## src/common/tally_consts.svh

```systemverilog
`ifndef TALLY_CONSTS_SVH
`define TALLY_CONSTS_SVH

// ----------------------------------------------------------------
// Register offsets (byte addresses)
// ----------------------------------------------------------------
`define OFS_INDEX      8'h00
`define OFS_INC_SRC    8'h04
`define OFS_INC_SENSE  8'h08
`define OFS_DELAY      8'h0C
`define OFS_DURATION   8'h10
`define OFS_TRIG_SRC   8'h14
`define OFS_TRIG_SENSE 8'h18
`define OFS_CLR_SRC    8'h1C
`define OFS_CLR_SENSE  8'h20
`define OFS_LIVE       8'h24
`define OFS_CAPTURED   8'h28
`define OFS_STATE      8'h2C
`define OFS_EVENTS_IN  8'h30

// ----------------------------------------------------------------
// Field widths, reset values and timing
// ----------------------------------------------------------------
`define SRC_W          5
`define SENSE_W        3
`define CNT_W          32
`define RST_SENSE      3'h3
`define RST_COUNT      32'h0000_0001
`define CLK_HZ         50000000
`define TICK_HZ        1000000
`define TICK_CYCLES    (`CLK_HZ / `TICK_HZ)
`define RESP_OKAY      2'h0
`define RESP_SLVERR    2'h2

`endif

```

## src/common/tally_pkg.sv

```systemverilog
package tally_pkg;

  // Event sources, shared by increment, trigger and clear selects
  typedef enum logic [4:0] {
    SRC_OFF, SRC_TICK, SRC_LINE0, SRC_LINE1, SRC_LINE2, SRC_LINE3,
    SRC_USER0, SRC_USER1, SRC_USER2, SRC_USER3,
    SRC_C0_START, SRC_C1_START, SRC_C0_END, SRC_C1_END,
    SRC_LOGIC0, SRC_LOGIC1, SRC_EXP_START, SRC_EXP_END, SRC_FRAME_WAIT
  } src_t;

  // Signal sense qualifiers
  typedef enum logic [2:0] {
    SENSE_LEVEL_LOW, SENSE_LEVEL_HIGH, SENSE_FALLING, SENSE_RISING, SENSE_ANY
  } sense_t;

  // Counter operating states
  typedef enum logic [2:0] {
    ST_IDLE, ST_TRIG_WAIT, ST_ACTIVE, ST_COMPLETED, ST_OVERFLOW
  } tally_state_t;

endpackage

```

## src/hdl/dual_event_counter_timer.sv

```systemverilog
`timescale 1ns/1ps
`include "tally_consts.svh"

// Notes on behaviour
// - Two counters; index picks which is configured
// - Increment event chosen by increment source select
// - Increment signal qualified by programmable sense
// - Start event when count reaches delay
// - End event when count reaches duration
// - Trigger and clear source mutually exclusive
// - Counter begins counting on trigger event
// - Trigger signal qualified by programmable sense
// - Clear event resets counter; it keeps counting if an increment source is set
// - Clear signal qualified by programmable sense
// - Live count of selected counter readable
// - Count before clear captured for readback
// - Status of selected counter readable
module dual_event_counter_timer
  import tally_pkg::*;
(
  input  wire logic        aclk,
  input  wire logic        aresetn,
  input  wire logic [3:0]  line_in,        // External line inputs
  input  wire logic [3:0]  user_out_in,    // User output levels
  input  wire logic [1:0]  logic_block_in, // Logic block outputs
  input  wire logic        exposure_start, // Exposure start level
  input  wire logic        exposure_end,   // Exposure end level
  input  wire logic        frame_wait,     // Frame trigger wait level
  input  wire logic [7:0]  s_axi_awaddr,
  input  wire logic        s_axi_awvalid,
  output logic             s_axi_awready,
  input  wire logic [31:0] s_axi_wdata,
  input  wire logic [3:0]  s_axi_wstrb,
  input  wire logic        s_axi_wvalid,
  output logic             s_axi_wready,
  output logic [1:0]       s_axi_bresp,
  output logic             s_axi_bvalid,
  input  wire logic        s_axi_bready,
  input  wire logic [7:0]  s_axi_araddr,
  input  wire logic        s_axi_arvalid,
  output logic             s_axi_arready,
  output logic [31:0]      s_axi_rdata,
  output logic [1:0]       s_axi_rresp,
  output logic             s_axi_rvalid,
  input  wire logic        s_axi_rready,
  output logic [1:0]       start_event_ff, // Counter start pulses
  output logic [1:0]       end_event_ff    // Counter end pulses
);

  // ----------------------------------------------------------------
  // Helpers
  // ----------------------------------------------------------------
  // Qualify a source level against a sense mode
  function automatic logic qualify(input logic cur, input logic prv, input sense_t s);
    case (s)
      SENSE_LEVEL_LOW:  qualify = !cur;
      SENSE_LEVEL_HIGH: qualify = cur;
      SENSE_FALLING:    qualify = prv && !cur;
      SENSE_RISING:     qualify = !prv && cur;
      SENSE_ANY:        qualify = prv != cur;
      default:          qualify = 1'b0;
    endcase
  endfunction
  // Merge new write data under byte strobes
  function automatic logic [31:0] merge(input logic [31:0] old, input logic [31:0] d,
                                        input logic [3:0] be);
    for (int b = 0; b < 4; b++) begin
      merge[b*8 +: 8] = be[b] ? d[b*8 +: 8] : old[b*8 +: 8];
    end
  endfunction

  // ----------------------------------------------------------------
  // Configuration storage
  // ----------------------------------------------------------------
  logic                idx_ff;                 // Selected counter
  src_t                inc_src_ff    [2];      // Increment source
  sense_t              inc_sense_ff  [2];      // Increment sense
  src_t                trig_src_ff   [2];      // Trigger source
  sense_t              trig_sense_ff [2];      // Trigger sense
  src_t                clr_src_ff    [2];      // Clear source
  sense_t              clr_sense_ff  [2];      // Clear sense
  logic [`CNT_W-1:0]   delay_ff      [2];      // Start delay count
  logic [`CNT_W-1:0]   dur_ff        [2];      // End duration count
  logic [`CNT_W-1:0]   count_ff      [2];      // Live counts
  logic [`CNT_W-1:0]   captured_ff   [2];      // Count at clear
  tally_state_t        state_ff      [2];      // Operating states

  // ----------------------------------------------------------------
  // Event source vector and 1 MHz tick
  // ----------------------------------------------------------------
  logic [5:0]  tick_cnt_ff;   // Tick divider
  logic        tick_ff;       // One-cycle tick pulse
  logic [18:0] src_vec;       // Indexed by src_t
  logic [18:0] src_prev_ff;   // Previous levels for edge sense
  always_ff @(posedge aclk) begin
    if (!aresetn) begin
      tick_cnt_ff <= 6'h00;
      tick_ff     <= 1'b0;
    end else if (tick_cnt_ff == 6'(`TICK_CYCLES - 1)) begin
      tick_cnt_ff <= 6'h00;
      tick_ff     <= 1'b1;
    end else begin
      tick_cnt_ff <= tick_cnt_ff + 6'h01;
      tick_ff     <= 1'b0;
    end
  end

  // Counter events route back so counters can chain
  assign src_vec = {frame_wait, exposure_end, exposure_start, logic_block_in,
                    end_event_ff, start_event_ff, user_out_in, line_in,
                    tick_ff, 1'b0};

  always_ff @(posedge aclk) begin
    if (!aresetn) src_prev_ff <= 19'h0_0000;
    else          src_prev_ff <= src_vec;
  end

  // ----------------------------------------------------------------
  // AXI4-Lite write channel
  // ----------------------------------------------------------------
  logic        aw_ok_ff, w_ok_ff;     // Address and data captured
  logic [7:0]  aw_addr_ff;
  logic [31:0] w_data_ff;
  logic [3:0]  w_strb_ff;
  logic        do_write;
  logic        wr_hit;
  assign do_write = aw_ok_ff && w_ok_ff && !s_axi_bvalid;
  always_ff @(posedge aclk) begin
    if (!aresetn) begin
      aw_ok_ff <= 1'b0; w_ok_ff <= 1'b0; s_axi_awready <= 1'b0; s_axi_wready <= 1'b0;
      s_axi_bvalid <= 1'b0; s_axi_bresp <= `RESP_OKAY;
      aw_addr_ff <= 8'h00; w_data_ff <= 32'h0000_0000; w_strb_ff <= 4'h0;
    end else begin
      s_axi_awready <= !aw_ok_ff && !s_axi_awready && s_axi_awvalid && !s_axi_bvalid;
      s_axi_wready  <= !w_ok_ff && !s_axi_wready && s_axi_wvalid && !s_axi_bvalid;
      if (s_axi_awvalid && s_axi_awready) begin
        aw_ok_ff <= 1'b1; aw_addr_ff <= s_axi_awaddr;
      end
      if (s_axi_wvalid && s_axi_wready) begin
        w_ok_ff <= 1'b1; w_data_ff <= s_axi_wdata; w_strb_ff <= s_axi_wstrb;
      end
      if (do_write) begin
        aw_ok_ff <= 1'b0; w_ok_ff <= 1'b0; s_axi_bvalid <= 1'b1;
        s_axi_bresp <= wr_hit ? `RESP_OKAY : `RESP_SLVERR;
      end else if (s_axi_bvalid && s_axi_bready) begin
        s_axi_bvalid <= 1'b0;
      end
    end
  end

  // Writable addresses
  always_comb begin
    if (aw_addr_ff == `OFS_INDEX) wr_hit = 1'b1;
    else if (aw_addr_ff >= `OFS_INC_SRC && aw_addr_ff <= `OFS_CLR_SENSE
             && aw_addr_ff[1:0] == 2'h0) wr_hit = 1'b1;
    else wr_hit = 1'b0;
  end

  // ----------------------------------------------------------------
  // Configuration writes, applied to the indexed counter
  // ----------------------------------------------------------------
  logic [31:0] wv;   // Merged write value
  assign wv = merge(32'h0000_0000, w_data_ff, w_strb_ff);
  always_ff @(posedge aclk) begin
    if (!aresetn) begin
      idx_ff <= 1'b0;
      for (int i = 0; i < 2; i++) begin
        inc_src_ff[i] <= SRC_OFF;    inc_sense_ff[i]  <= SENSE_RISING;
        trig_src_ff[i] <= SRC_OFF;   trig_sense_ff[i] <= SENSE_RISING;
        clr_src_ff[i] <= SRC_OFF;    clr_sense_ff[i]  <= SENSE_RISING;
        delay_ff[i] <= `RST_COUNT;   dur_ff[i]        <= `RST_COUNT;
      end
    end else if (do_write) begin
      if (aw_addr_ff == `OFS_INDEX && w_strb_ff[0]) idx_ff <= w_data_ff[0];
      else if (aw_addr_ff == `OFS_INC_SRC) inc_src_ff[idx_ff] <= src_t'(wv[4:0]);
      else if (aw_addr_ff == `OFS_INC_SENSE) inc_sense_ff[idx_ff] <= sense_t'(wv[2:0]);
      else if (aw_addr_ff == `OFS_DELAY)
        delay_ff[idx_ff] <= merge(delay_ff[idx_ff], w_data_ff, w_strb_ff);
      else if (aw_addr_ff == `OFS_DURATION)
        dur_ff[idx_ff] <= merge(dur_ff[idx_ff], w_data_ff, w_strb_ff);
      else if (aw_addr_ff == `OFS_TRIG_SRC) begin
        trig_src_ff[idx_ff] <= src_t'(wv[4:0]);
        if (wv[4:0] != 5'h00) clr_src_ff[idx_ff] <= SRC_OFF;
      end else if (aw_addr_ff == `OFS_TRIG_SENSE) trig_sense_ff[idx_ff] <= sense_t'(wv[2:0]);
      else if (aw_addr_ff == `OFS_CLR_SRC) begin
        clr_src_ff[idx_ff] <= src_t'(wv[4:0]);
        if (wv[4:0] != 5'h00) trig_src_ff[idx_ff] <= SRC_OFF;
      end else if (aw_addr_ff == `OFS_CLR_SENSE) clr_sense_ff[idx_ff] <= sense_t'(wv[2:0]);
    end
  end

  // ----------------------------------------------------------------
  // Per-counter engines
  // ----------------------------------------------------------------
  logic [1:0] inc_hit, trig_hit, clr_hit, arm_hit; // Qualified events, trigger arming
  always_comb begin
    for (int i = 0; i < 2; i++) begin
      arm_hit[i]  = do_write && aw_addr_ff == `OFS_TRIG_SRC && idx_ff == 1'(i)
                    && wv[4:0] != 5'h00;
      inc_hit[i]  = (inc_src_ff[i] != SRC_OFF) && qualify(src_vec[inc_src_ff[i]],
                    src_prev_ff[inc_src_ff[i]], inc_sense_ff[i]);
      trig_hit[i] = (trig_src_ff[i] != SRC_OFF) && qualify(src_vec[trig_src_ff[i]],
                    src_prev_ff[trig_src_ff[i]], trig_sense_ff[i]);
      clr_hit[i]  = (clr_src_ff[i] != SRC_OFF) && qualify(src_vec[clr_src_ff[i]],
                    src_prev_ff[clr_src_ff[i]], clr_sense_ff[i]);
    end
  end
  always_ff @(posedge aclk) begin
    if (!aresetn) begin
      for (int i = 0; i < 2; i++) begin
        state_ff[i] <= ST_IDLE; count_ff[i] <= 32'h0000_0000;
        captured_ff[i] <= 32'h0000_0000;
        start_event_ff[i] <= 1'b0; end_event_ff[i] <= 1'b0;
      end
    end else begin
      for (int i = 0; i < 2; i++) begin
        start_event_ff[i] <= 1'b0;
        end_event_ff[i]   <= 1'b0;
        if (clr_hit[i]) begin
          captured_ff[i] <= count_ff[i];
          count_ff[i]    <= 32'h0000_0000;
          state_ff[i]    <= (inc_src_ff[i] == SRC_OFF) ? ST_IDLE : ST_ACTIVE;
        end else if (arm_hit[i]) state_ff[i] <= ST_TRIG_WAIT;
        else begin
          case (state_ff[i])
            ST_IDLE: begin
              // Trigger source arms the counter; otherwise count freely
              if (trig_src_ff[i] != SRC_OFF) state_ff[i] <= ST_TRIG_WAIT;
              else if (inc_src_ff[i] != SRC_OFF) state_ff[i] <= ST_ACTIVE;
            end
            ST_TRIG_WAIT: begin
              if (trig_hit[i]) begin
                count_ff[i] <= 32'h0000_0000;
                state_ff[i] <= ST_ACTIVE;
              end else if (trig_src_ff[i] == SRC_OFF) state_ff[i] <= ST_IDLE;
            end
            ST_ACTIVE: begin
              if (inc_hit[i]) begin
                count_ff[i] <= count_ff[i] + 32'h0000_0001;
                if (count_ff[i] == 32'hFFFF_FFFF) state_ff[i] <= ST_OVERFLOW;
                else begin
                  if (count_ff[i] + 32'h0000_0001 == delay_ff[i])
                    start_event_ff[i] <= 1'b1;
                  if (count_ff[i] + 32'h0000_0001 == dur_ff[i]) begin
                    end_event_ff[i] <= 1'b1;
                    state_ff[i]     <= ST_COMPLETED;
                  end
                end
              end
            end
            default: begin
              // Completed or overflow: rearm on a fresh trigger here; clear events are handled above
              if (trig_hit[i]) begin
                count_ff[i] <= 32'h0000_0000;
                state_ff[i] <= ST_ACTIVE;
              end
            end
          endcase
        end
      end
    end
  end

  // ----------------------------------------------------------------
  // AXI4-Lite read channel
  // ----------------------------------------------------------------
  logic [31:0] rd_val;
  logic        rd_hit;
  logic [7:0]  ra;
  assign ra = s_axi_araddr;
  always_comb begin
    rd_hit = 1'b1;
    if (ra == `OFS_INDEX) rd_val = {31'h0, idx_ff};
    else if (ra == `OFS_INC_SRC) rd_val = {27'h0, inc_src_ff[idx_ff]};
    else if (ra == `OFS_INC_SENSE) rd_val = {29'h0, inc_sense_ff[idx_ff]};
    else if (ra == `OFS_DELAY) rd_val = delay_ff[idx_ff];
    else if (ra == `OFS_DURATION) rd_val = dur_ff[idx_ff];
    else if (ra == `OFS_TRIG_SRC) rd_val = {27'h0, trig_src_ff[idx_ff]};
    else if (ra == `OFS_TRIG_SENSE) rd_val = {29'h0, trig_sense_ff[idx_ff]};
    else if (ra == `OFS_CLR_SRC) rd_val = {27'h0, clr_src_ff[idx_ff]};
    else if (ra == `OFS_CLR_SENSE) rd_val = {29'h0, clr_sense_ff[idx_ff]};
    else if (ra == `OFS_LIVE) rd_val = count_ff[idx_ff];
    else if (ra == `OFS_CAPTURED) rd_val = captured_ff[idx_ff];
    else if (ra == `OFS_STATE) rd_val = {29'h0, state_ff[idx_ff]};
    else if (ra == `OFS_EVENTS_IN) rd_val = {13'h0, src_vec};
    else begin
      rd_val = 32'h0000_0000;
      rd_hit = 1'b0;
    end
  end
  always_ff @(posedge aclk) begin
    if (!aresetn) begin
      s_axi_arready <= 1'b0; s_axi_rvalid <= 1'b0;
      s_axi_rdata <= 32'h0000_0000; s_axi_rresp <= `RESP_OKAY;
    end else begin
      s_axi_arready <= !s_axi_arready && s_axi_arvalid && !s_axi_rvalid;
      if (s_axi_arvalid && s_axi_arready) begin
        s_axi_rvalid <= 1'b1; s_axi_rdata <= rd_val;
        s_axi_rresp  <= rd_hit ? `RESP_OKAY : `RESP_SLVERR;
      end else if (s_axi_rvalid && s_axi_rready) begin
        s_axi_rvalid <= 1'b0;
      end
    end
  end

  // ----------------------------------------------------------------
  // Checks
  // ----------------------------------------------------------------
  chk_clear_captures: assert property (@(posedge aclk) disable iff (!aresetn)
    clr_hit[0] |=> captured_ff[0] == $past(count_ff[0]) && count_ff[0] == 32'h0)
    else $error("capture on clear wrong");
  chk_trigger_starts: assert property (@(posedge aclk) disable iff (!aresetn)
    state_ff[0] == ST_TRIG_WAIT && trig_hit[0] && !clr_hit[0] && !arm_hit[0]
    |=> state_ff[0] == ST_ACTIVE)
    else $error("trigger did not start counter");
  chk_start_reach: assert property (@(posedge aclk) disable iff (!aresetn)
    start_event_ff[0] |-> count_ff[0] == delay_ff[0] || $past(clr_hit[0]))
    else $error("start event at wrong count");
  chk_end_reach: assert property (@(posedge aclk) disable iff (!aresetn)
    end_event_ff[0] |-> state_ff[0] == ST_COMPLETED && count_ff[0] == dur_ff[0])
    else $error("end event without completion");
  chk_excl_sources: assert property (@(posedge aclk) disable iff (!aresetn)
    !(trig_src_ff[0] != SRC_OFF && clr_src_ff[0] != SRC_OFF))
    else $error("trigger and clear both active");
  chk_incr_step: assert property (@(posedge aclk) disable iff (!aresetn)
    state_ff[1] == ST_ACTIVE && inc_hit[1] && !clr_hit[1] && !arm_hit[1]
    |=> count_ff[1] == $past(count_ff[1]) + 32'h1)
    else $error("count did not step");
  chk_wrap_flag: assert property (@(posedge aclk) disable iff (!aresetn)
    state_ff[0] == ST_ACTIVE && inc_hit[0] && !clr_hit[0] && count_ff[0] == 32'hFFFF_FFFF
    && !arm_hit[0] |=> state_ff[0] == ST_OVERFLOW)
    else $error("overflow not flagged");
  chk_rise_sense: assert property (@(posedge aclk) disable iff (!aresetn)
    inc_sense_ff[0] == SENSE_RISING && inc_hit[0]
    |-> src_vec[inc_src_ff[0]] && !src_prev_ff[inc_src_ff[0]])
    else $error("rising sense misqualified");
endmodule

```

## config.mk

```make
export PLATFORM = sky130hd
export DESIGN_NAME = dual_event_counter_timer
export DESIGN_NICKNAME = d
export VERILOG_FILES = /design/src/common/tally_pkg.sv /design/src/hdl/dual_event_counter_timer.sv
export VERILOG_INCLUDE_DIRS = /design/src /design/src/common
export SDC_FILE = /design/constraint.sdc
export NUM_CORES = 1
export LEC_CHECK = 0
export ABC_AREA = 1
export ABC_CLOCK_PERIOD_IN_PS = 8800
export CORE_ASPECT_RATIO = 1.2
export CORE_MARGIN = 8
export CORE_UTILIZATION = 40
export DETAILED_ROUTE_END_ITERATION = 16
export DONT_BUFFER_PORTS = 1
export GPL_TIMING_DRIVEN = 0
export HOLD_SLACK_MARGIN = 0.15
export PLACE_DENSITY = 0.59
export SETUP_SLACK_MARGIN = 0.2
export SLEW_MARGIN = 20
export SYNTH_ARGS = -nofsm -noshare
export SYNTH_HDL_FRONTEND = slang
export SYNTH_SLANG_ARGS = --single-unit
export TNS_END_PERCENT = 1
```

## constraint.sdc

```tcl
create_clock -name aclk -period 8.8 [get_ports aclk]
set_input_delay 2.2 -clock aclk [delete_from_list [all_inputs] [get_ports aclk]]
set_output_delay 2.2 -clock aclk [all_outputs]
set_load 0.03 [all_outputs]
```

== Word-level counts from Yosys, hierarchy flattened ==
Memories as Yosys holds them, arrays and structs flattened. A register that Yosys moved wholly into a read port is not among the register bits.
Index checks and enable logic that the tools add are counted.
Word-level totals
  register bits after elaboration: 118
  RAM bits: 310
  output and inout port bits: 45
  memories: 11
Memories
  captured_ff: words 2, bits a word 32, rd ports 1, clocked after memory_dff 1, write ports 2, line dual_event_counter_timer.sv:85  | logic [`CNT_W-1:0] captured_ff [2];
  count_ff: words 2, bits a word 32, rd ports 3, clocked after memory_dff 1, write ports 2, line dual_event_counter_timer.sv:84  | logic [`CNT_W-1:0] count_ff [2];
  delay_ff: words 2, bits a word 32, rd ports 3, clocked after memory_dff 1, write ports 2, line dual_event_counter_timer.sv:82  | logic [`CNT_W-1:0] delay_ff [2];
  dur_ff: words 2, bits a word 32, rd ports 3, clocked after memory_dff 1, write ports 2, line dual_event_counter_timer.sv:83  | logic [`CNT_W-1:0] dur_ff [2];
  clr_src_ff: words 2, bits a word 5, rd ports 3, clocked after memory_dff 1, write ports 2, line dual_event_counter_timer.sv:80  | src_t clr_src_ff [2];
  inc_src_ff: words 2, bits a word 5, rd ports 3, clocked after memory_dff 1, write ports 2, line dual_event_counter_timer.sv:76  | src_t inc_src_ff [2];
  +5 memories
Operators by class
  add/subtract/negate cells: 3
  magnitude comparators: 8
  eq/ne operators: 61
  mux-type cells: 362
  bitwise logic cells: 36
  reduce and logical (&&, ||, !) cells: 99
Operator list (count)
  two-way mux 32 bit: 23
  two-way mux 1 bit: 280
  == test 32 bit: 4
  adder 32 x 1 -> 32 bit (second input constant): 2
  == test 32 bit (second input constant): 2
  == test 8 x 5 -> 1 bit (second input constant): 8
  two-way mux 8 bit: 8
  OR reduction 32 bit: 2
  two-way mux 3 bit: 21
  binary-select mux 1 bit (select 5 bit): 12
  == test 8 x 6 -> 1 bit (second input constant): 6
  == test 3 x 2 -> 1 bit (second input constant): 14
  logical AND 1 bit: 41
  two-way mux 19 bit: 2
  < comparator 5 x 6 -> 1 bit (second input constant): 6
  nonzero test 5 bit: 7
  == test 8 x 4 -> 1 bit (second input constant): 4
  two-way mux 5 bit: 6
  bitwise OR 1 bit: 30
  one-hot mux 1 bit (5 select lines): 6
  == test 3 x 1 -> 1 bit (second input constant): 8
  logical NOT 3 bit: 8
  logical NOT 5 bit: 4
  logical NOT 1 bit: 19
  other kinds (17): 46

== Longest topological paths before layout ==
Gate-level depths: netlist (run 1).
An unclocked memory read counts as a cell.
  word-level depth: 19
  gate-level depth with buffers: 26
  depth with buffers taken out: 25

== Worst setup path before layout (run 1) ==
No wires, ideal clock.
  path type: in2reg
  start: input port line_in[3]
  end: memory count_ff[1][0] in the netlist's numbering (enable)
  setup time: 0.433 ns
  arrival: 5.230 ns
  setup slack: 3.137 ns
  stages on the path: 18
  path buffers: 0
  cell sequence: inv_1 nand2_1 nand3_1 nand2_1 nand2_1 nand2_1 inv_1 nand2_1 nand2_1 nand2_1 ha_1 o21ai_0 o21ai_0 nand2_1 nand3_1 nand2_2 nand3_1 o2111ai_1
RTL lines
  from (decl): line dual_event_counter_timer.sv:23  | input wire logic [3:0] line_in,
  to (decl): line dual_event_counter_timer.sv:84

==> results of run 1 <==
critical path: stages:
cell and delay [ns]:
inv_1 0.36, nand2_1 0.10, nand3_1 0.09, nand2_1 0.06, nand2_1 0.05, nand2_1 0.04
inv_1 0.05, nand2_1 0.05, nand2_1 0.07, nand2_1 0.09, ha_1 0.21, o21ai_0 0.15
nor2_1 0.05, o21ai_0 0.15, nand3_1 0.19, nand2_1 0.19, nand2_1 0.11, nor2_4 0.36
nand2_4 0.22, nand3_1 0.11, nand3b_1 0.42, buf_6 0.28, buf_6 0.22
sequential cells by signal, summed over array words and instances (netlist names), 10 cells and up, named ones only:
| register | count |
|---|---|
| captured_ff | 64 |
| count_ff | 64 |
| delay_ff | 64 |
| dur_ff | 64 |
| s_axi_rdata | 32 |
| w_data_ff | 32 |
| src_prev_ff | 18 |
| clr_src_ff | 10 |
| inc_src_ff | 10 |
| trig_src_ff | 10 |
layer usage:
metal,vias up,part of all wire [%]
met5,-,0
met4,0,11
met3,386,6.1
met2,1120,46
met1,11930,37
li1,11820,-
synth_stat cells, drive strengths merged, types with 20 or more instances:
| cell type | n |
|---|---|
| a21oi | 201 |
| buf | 46 |
| clkbuf | 99 |
| dfxtp | 116 |
| edfxtp | 310 |
| inv | 383 |
| mux2i | 20 |
| nand2 | 880 |
| nand3 | 225 |
| nand4 | 44 |
| nor2 | 613 |
| nor3 | 55 |
| o211ai | 69 |
| o21ai | 257 |
| xor2 | 46 |
logic make-up (layout without fill, tap and decap cells):
kind of cell               count (synthesis)  count (layout)  synth area share, %
adders and majority gates                 16              16               0.7679
other                                      1               2              0.01439
AOI/OAI and AO/OA                        597             597                13.00
xor gates and xnor gates                  63              63                2.390
buffers and inverters                    538             639                8.121
DFF                                      426             426                44.62
muxes                                     20              20               0.7679
and+or+nand+nor                         1862            1862                30.32
layout by cell type (no fill, tap or decap), types with 28 or more instances in the layout:
cell type  synthesis  layout
nor3_1            51      51
o21ai_0          250     250
a21oi_1          200     200
buf_2             28      28
nor2_1           589     589
xor2_1            42      42
o211ai_1          69      69
clkbuf_16          0      53
nand2_1          858     853
dfxtp_1          116     116
nand3_1          218     218
nand4_1           44      44
edfxtp_1         310     310
clkbuf_1          99     114
inv_1            372     371
area by class of cell:
| cell class | count | area (µm²) |
|---|---|---|
| fill | 6833 | 35630 |
| multi-input combinational | 2560 | 12360 |
| sequential | 426 | 11630 |
| inverter | 393 | 1478 |
| clock buffer | 74 | 1459 |
| tap | 832 | 1041 |
| buffer | 145 | 639.4 |
| clock inverter | 20 | 197.7 |
| timing repair buffer | 7 | 137.6 |
metrics by stage:
step           total power, mW  utilization [%]  hold WS [ns]  instances
2_1_floorplan            2.676                -        0.3965       3524
3_3_place_gp             2.861            41.99        0.4150       4356
3_5_place_dp             2.871            42.26        0.4103       4363
4_1_cts                  4.981            44.82        0.4138       4457
5_1_grt                  5.113            44.82        0.4450       4457
6_report                 4.971            44.82        0.4224       4457
final timing paths:
kind / startpoint / end / slack, ns
setup reg to reg: inc_src_ff[0][0] / count_ff[0][30] / 4.00
hold reg to reg: w_ok_ff / s_axi_wready / 0.42
setup / recovery: line_in[2] / count_ff[0][30] / 3.26
hold / removal: w_ok_ff / s_axi_wready / 0.42
power by group:
group / total, mW / internal [mW] / switching [mW] / leakage, nW
sequential: 2.34 / 2.25 / 0.0914 / 4.12
combinational: 0.502 / 0.143 / 0.360 / 6.74
clock: 2.13 / 1.22 / 0.914 / 0.817
==> impl_metrics.toml, run 1 <==
[cells_and_area]
insertedDiodeCount = 0
drive_gt1_share_pct = 5.903
final_cell_area_mm2 = 0.02894
final_nets = 3671
area_delta_synth_final_pct = 11.03

[floorplanning]
ios = 117
die_w_um = 249.0
die_area_mm2 = 0.07363
rows = 102
initial_core_util_pct = 40.37
core-area_mm2 = 0.06458
die_h_um = 295.7

[cts]
numCtsBuffers = 50
clock_tree.root_cell = "clkbuf_16"
clk_path_buf_depth = 3
postCtsSetupRepairBufs = 0
cts.sinks = 426
cts_resized = 0
htree_levels = 2
cts_tree = "built"
cts_hold_buf = 0
clk_pin_slew_ns = 0.06
clk_latency_ns = 0.63

[timing]
finalCritPeriodShare_pct = 62.96
finalHoldViolCount = 0
setup_slack_ns = 3.259
setup_tns_ns = 0
fmax_mhz = 180.5
slew_headroom_pct = 9.723
fin_crit_ns = 5.541
clock_skew_ns = 0.01605
worst_slew_pin_slew_ns = 1.337
slew_violations = 0
rsz0062_at_grt = "false"
finalSetupViolations = 0

[power_and_ir_drop]
p_per_area_mw_per_mm2 = 171.7
peakVddDrop_v = 0.0001643
p_leak_nw = 11.68

[synthesis]
yosysWarnings = 0
ys_seq_area_share_pct = 44.62
synth_area_leader_cell = "edfxtp_1"
async_flop_share_pct = 0
yosys_register_bits = 426
netlist_top_cells_area = "edfxtp_1 (36%), nand2_1 (12%), dfxtp_1 (8.9%), nor2_1 (8.5%), inv_1 (5.4%)"
synth_enable_flop_cells = 310
netlist_instances = 3523
post_synth_instance_area_mm2 = 0.02607
synth_ff_type = "edfxtp_1"
synth.avg_cell_area_um2 = 7.400
synth.top_cell.area_share_pct = 35.71
yosysUniqueCellTypes = 66

[global_routing]
grt_pass1_wl_um = 157100
track_usage_pct = 28.84
grt_pass1_vias = 24310
busiest_layer = "met2"
grt_util_met2_pct = 48.52
overflow = 0
use_met1_pct = 31.88
use_met3_pct = 3.313
antenna_found_initial = 1
grt_max_degree = 33

[critical_path]
end_kind = "register"
rr_worst_depth = 21
arrival_ns = 5.86
crit_type = "input pin to register"
cp.required_ns = 9.12
start_kind = "input pin"
crit_path_max_fanout = 15

[placement]
dp.final_hpwl_um = 88140
place_ws_ns = 2.744
gp_congestion = 1.010
portBuffers = 0
place_area_mm2 = 0.02729

[drt]
drtIter0Drc = 2637
routedWlPerCell_um = 24.61
drcViolationCount = 0
vias = 25260
dr.pass1.iters = 6
postRouteAntennaNets = 0
wl_um = 109700
vias_per_cell = 5.667

[worst_hold_path]
hold_class = "register to register"
holdPathStages = 1

[status]
status = "complete, no violations"

[run]
max_cap_viol_count = 0
No activity file was read; power rests on OpenSTA's default activity.
==> run 2, diff against run 1 <==
Settings changed: ABC_CLOCK_PERIOD_IN_PS 8800 to 5800.
Clock period 8.8 ns to 5.8 ns, I/O delays scaled along.
==> impl_metrics.toml, run 2 (same netlist as run 1, synthesis figures left out) <==
[critical_path]
crit_type = "register to register"
r2r_slack_ns = 0.97
cpMaxStageDelayCell = "nand3b_1"
rr_worst_depth = 21
crit_path_max_fanout = 15
cp.required_ns = 6.12
arrival_ns = 5.15
cpPeakStageDelay_ns = 0.43
cp_cell_sequence = "buf_4, buf_2, clkbuf_1, nand2_1, o211ai_1, nand3_1, o211ai_1, nand3_1, a22oi_1, inv_1, ha_1, o41ai_1, inv_1, nand3_1, nand3_1, nor2_4, nand2_4, nand3_1, nand3b_1, buf_6, buf_6"
start_kind = "register"
end_kind = "register"
crit_path_frequent_cell = "nand3_1"

[drt]
vias_per_cell = 5.653
drcViolationCount = 0
dr.pass1.iters = 6
drtIter0Drc = 2625
vias = 25200
wl_um = 109800
routedWlPerCell_um = 24.63
postRouteAntennaNets = 0

[floorplanning]
rows = 102
initial_core_util_pct = 40.37
core-area_mm2 = 0.06458
ios = 117
die_area_mm2 = 0.07363
die_w_um = 249.0
die_h_um = 295.7

[placement]
dpl.cell_count = 4363
place_ws_ns = 0.4938
dp.final_hpwl_um = 88140
gp_congestion = 1.010
portBuffers = 0

[cts]
postCtsSetupRepairBufs = 0
cts_tree = "built"
cts.sinks = 426
clk_pin_slew_ns = 0.06
clk_path_buf_depth = 3
clk_latency_ns = 0.62
numCtsBuffers = 50
cts_resized = 0
clock_tree.root_cell = "clkbuf_16"
htree_levels = 2
cts_hold_buf = 0

[cells_and_area]
final_cell_mix = "nand2_1 (853), nor2_1 (589), inv_1 (371)"
final_common_cell = "nand2_1"
insertedDiodeCount = 0
postLayoutCoreUtil_pct = 44.82
fillCellCount = 6833
area_delta_synth_final_pct = 11.03
final_cells = 4457
drive_gt1_share_pct = 5.903
final_nets = 3671

[global_routing]
grt_max_degree = 33
antenna_found_initial = 1
overflow = 0
grt_pass1_wl_um = 157100
grt_pass1_vias = 24290
track_usage_pct = 28.83

[power_and_ir_drop]
peakVddDrop_v = 0.0002484
p_leak_nw = 11.68
power_mw = 7.540
p_per_area_mw_per_mm2 = 260.5

[worst_hold_path]
hold_class = "register to register"
holdPathStages = 1

[timing]
worst_slew_pin_slew_ns = 1.348
finalCritPeriodShare_pct = 83.29
slew_violations = 0
slew_headroom_pct = 8.962
hold_ws_ns = 0.4205
rsz0062_at_grt = "false"
clock_skew_ns = 0.01564
fin_crit_ns = 4.831
fmax_mhz = 207.0
finalHoldViolCount = 0
finalSetupViolations = 0
setup_slack_ns = 0.9689

[run]
max_cap_viol_count = 0

[status]
status = "complete, no violations"
run 2: cell counts in the layout (fill, tap and decap cells not counted):
Identical to the previous run, type by type.
run 2: final cells by class:
cell class,instances,area [µm²],area share [%]
clock inverters,20,197.7,0.6830
inverters,393,1478,5.105
clock buffers,74,1459,5.040
repair buffers,7,137.6,0.4755
flip-flops and latches,426,11630,40.19
plain buffers,145,639.4,2.209
well taps,832,1041,3.597
multi-input cells,2560,12360,42.71
run 2: per-stage QoR:
step                setup TNS (ns)  cell area (µm²)
floorplan                        0            26070
global placement            -24.48            27110
detailed placement               0            27290
CTS                              0            28940
global route                     0            28940
finish                           0            28940
run 2: report_power, final:
| part | internal, mW | switching [mW] | total (mW) |
|---|---|---|---|
| combinational | 0.216 | 0.547 | 0.763 |
| clock | 1.85 | 1.38 | 3.23 |
| sequential | 3.41 | 0.139 | 3.55 |
| total | 5.47 | 2.07 | 7.54 |
run 2: per-layer routing:
metal | routed length (µm) | track usage [%] | vias to the layer above
met5 | 0 | 0 | -
met2 | 50960 | 48.58 | 1110
met3 | 6667 | 3.322 | 373
met4 | 11920 | 26.99 | 0
met1 | 40210 | 31.87 | 11890
li1 | - | - | 11820
run 2: final timing paths:
| kind | start | end |
|---|---|---|
| max | inc_src_ff[0][0] | count_ff[0][30] |
| min | w_ok_ff | s_axi_wready |
| max reg2reg | inc_src_ff[0][0] | count_ff[0][30] |
| min reg2reg | w_ok_ff | s_axi_wready |
run 2: critical path: cells and delay by family (launching register included):
family          cells  cell delay [ns]
flops               1             0.32
buf+inv             7             1.35
fa+ha+maj           1             0.27
compound gates      4             0.67
simple gates        9             1.90
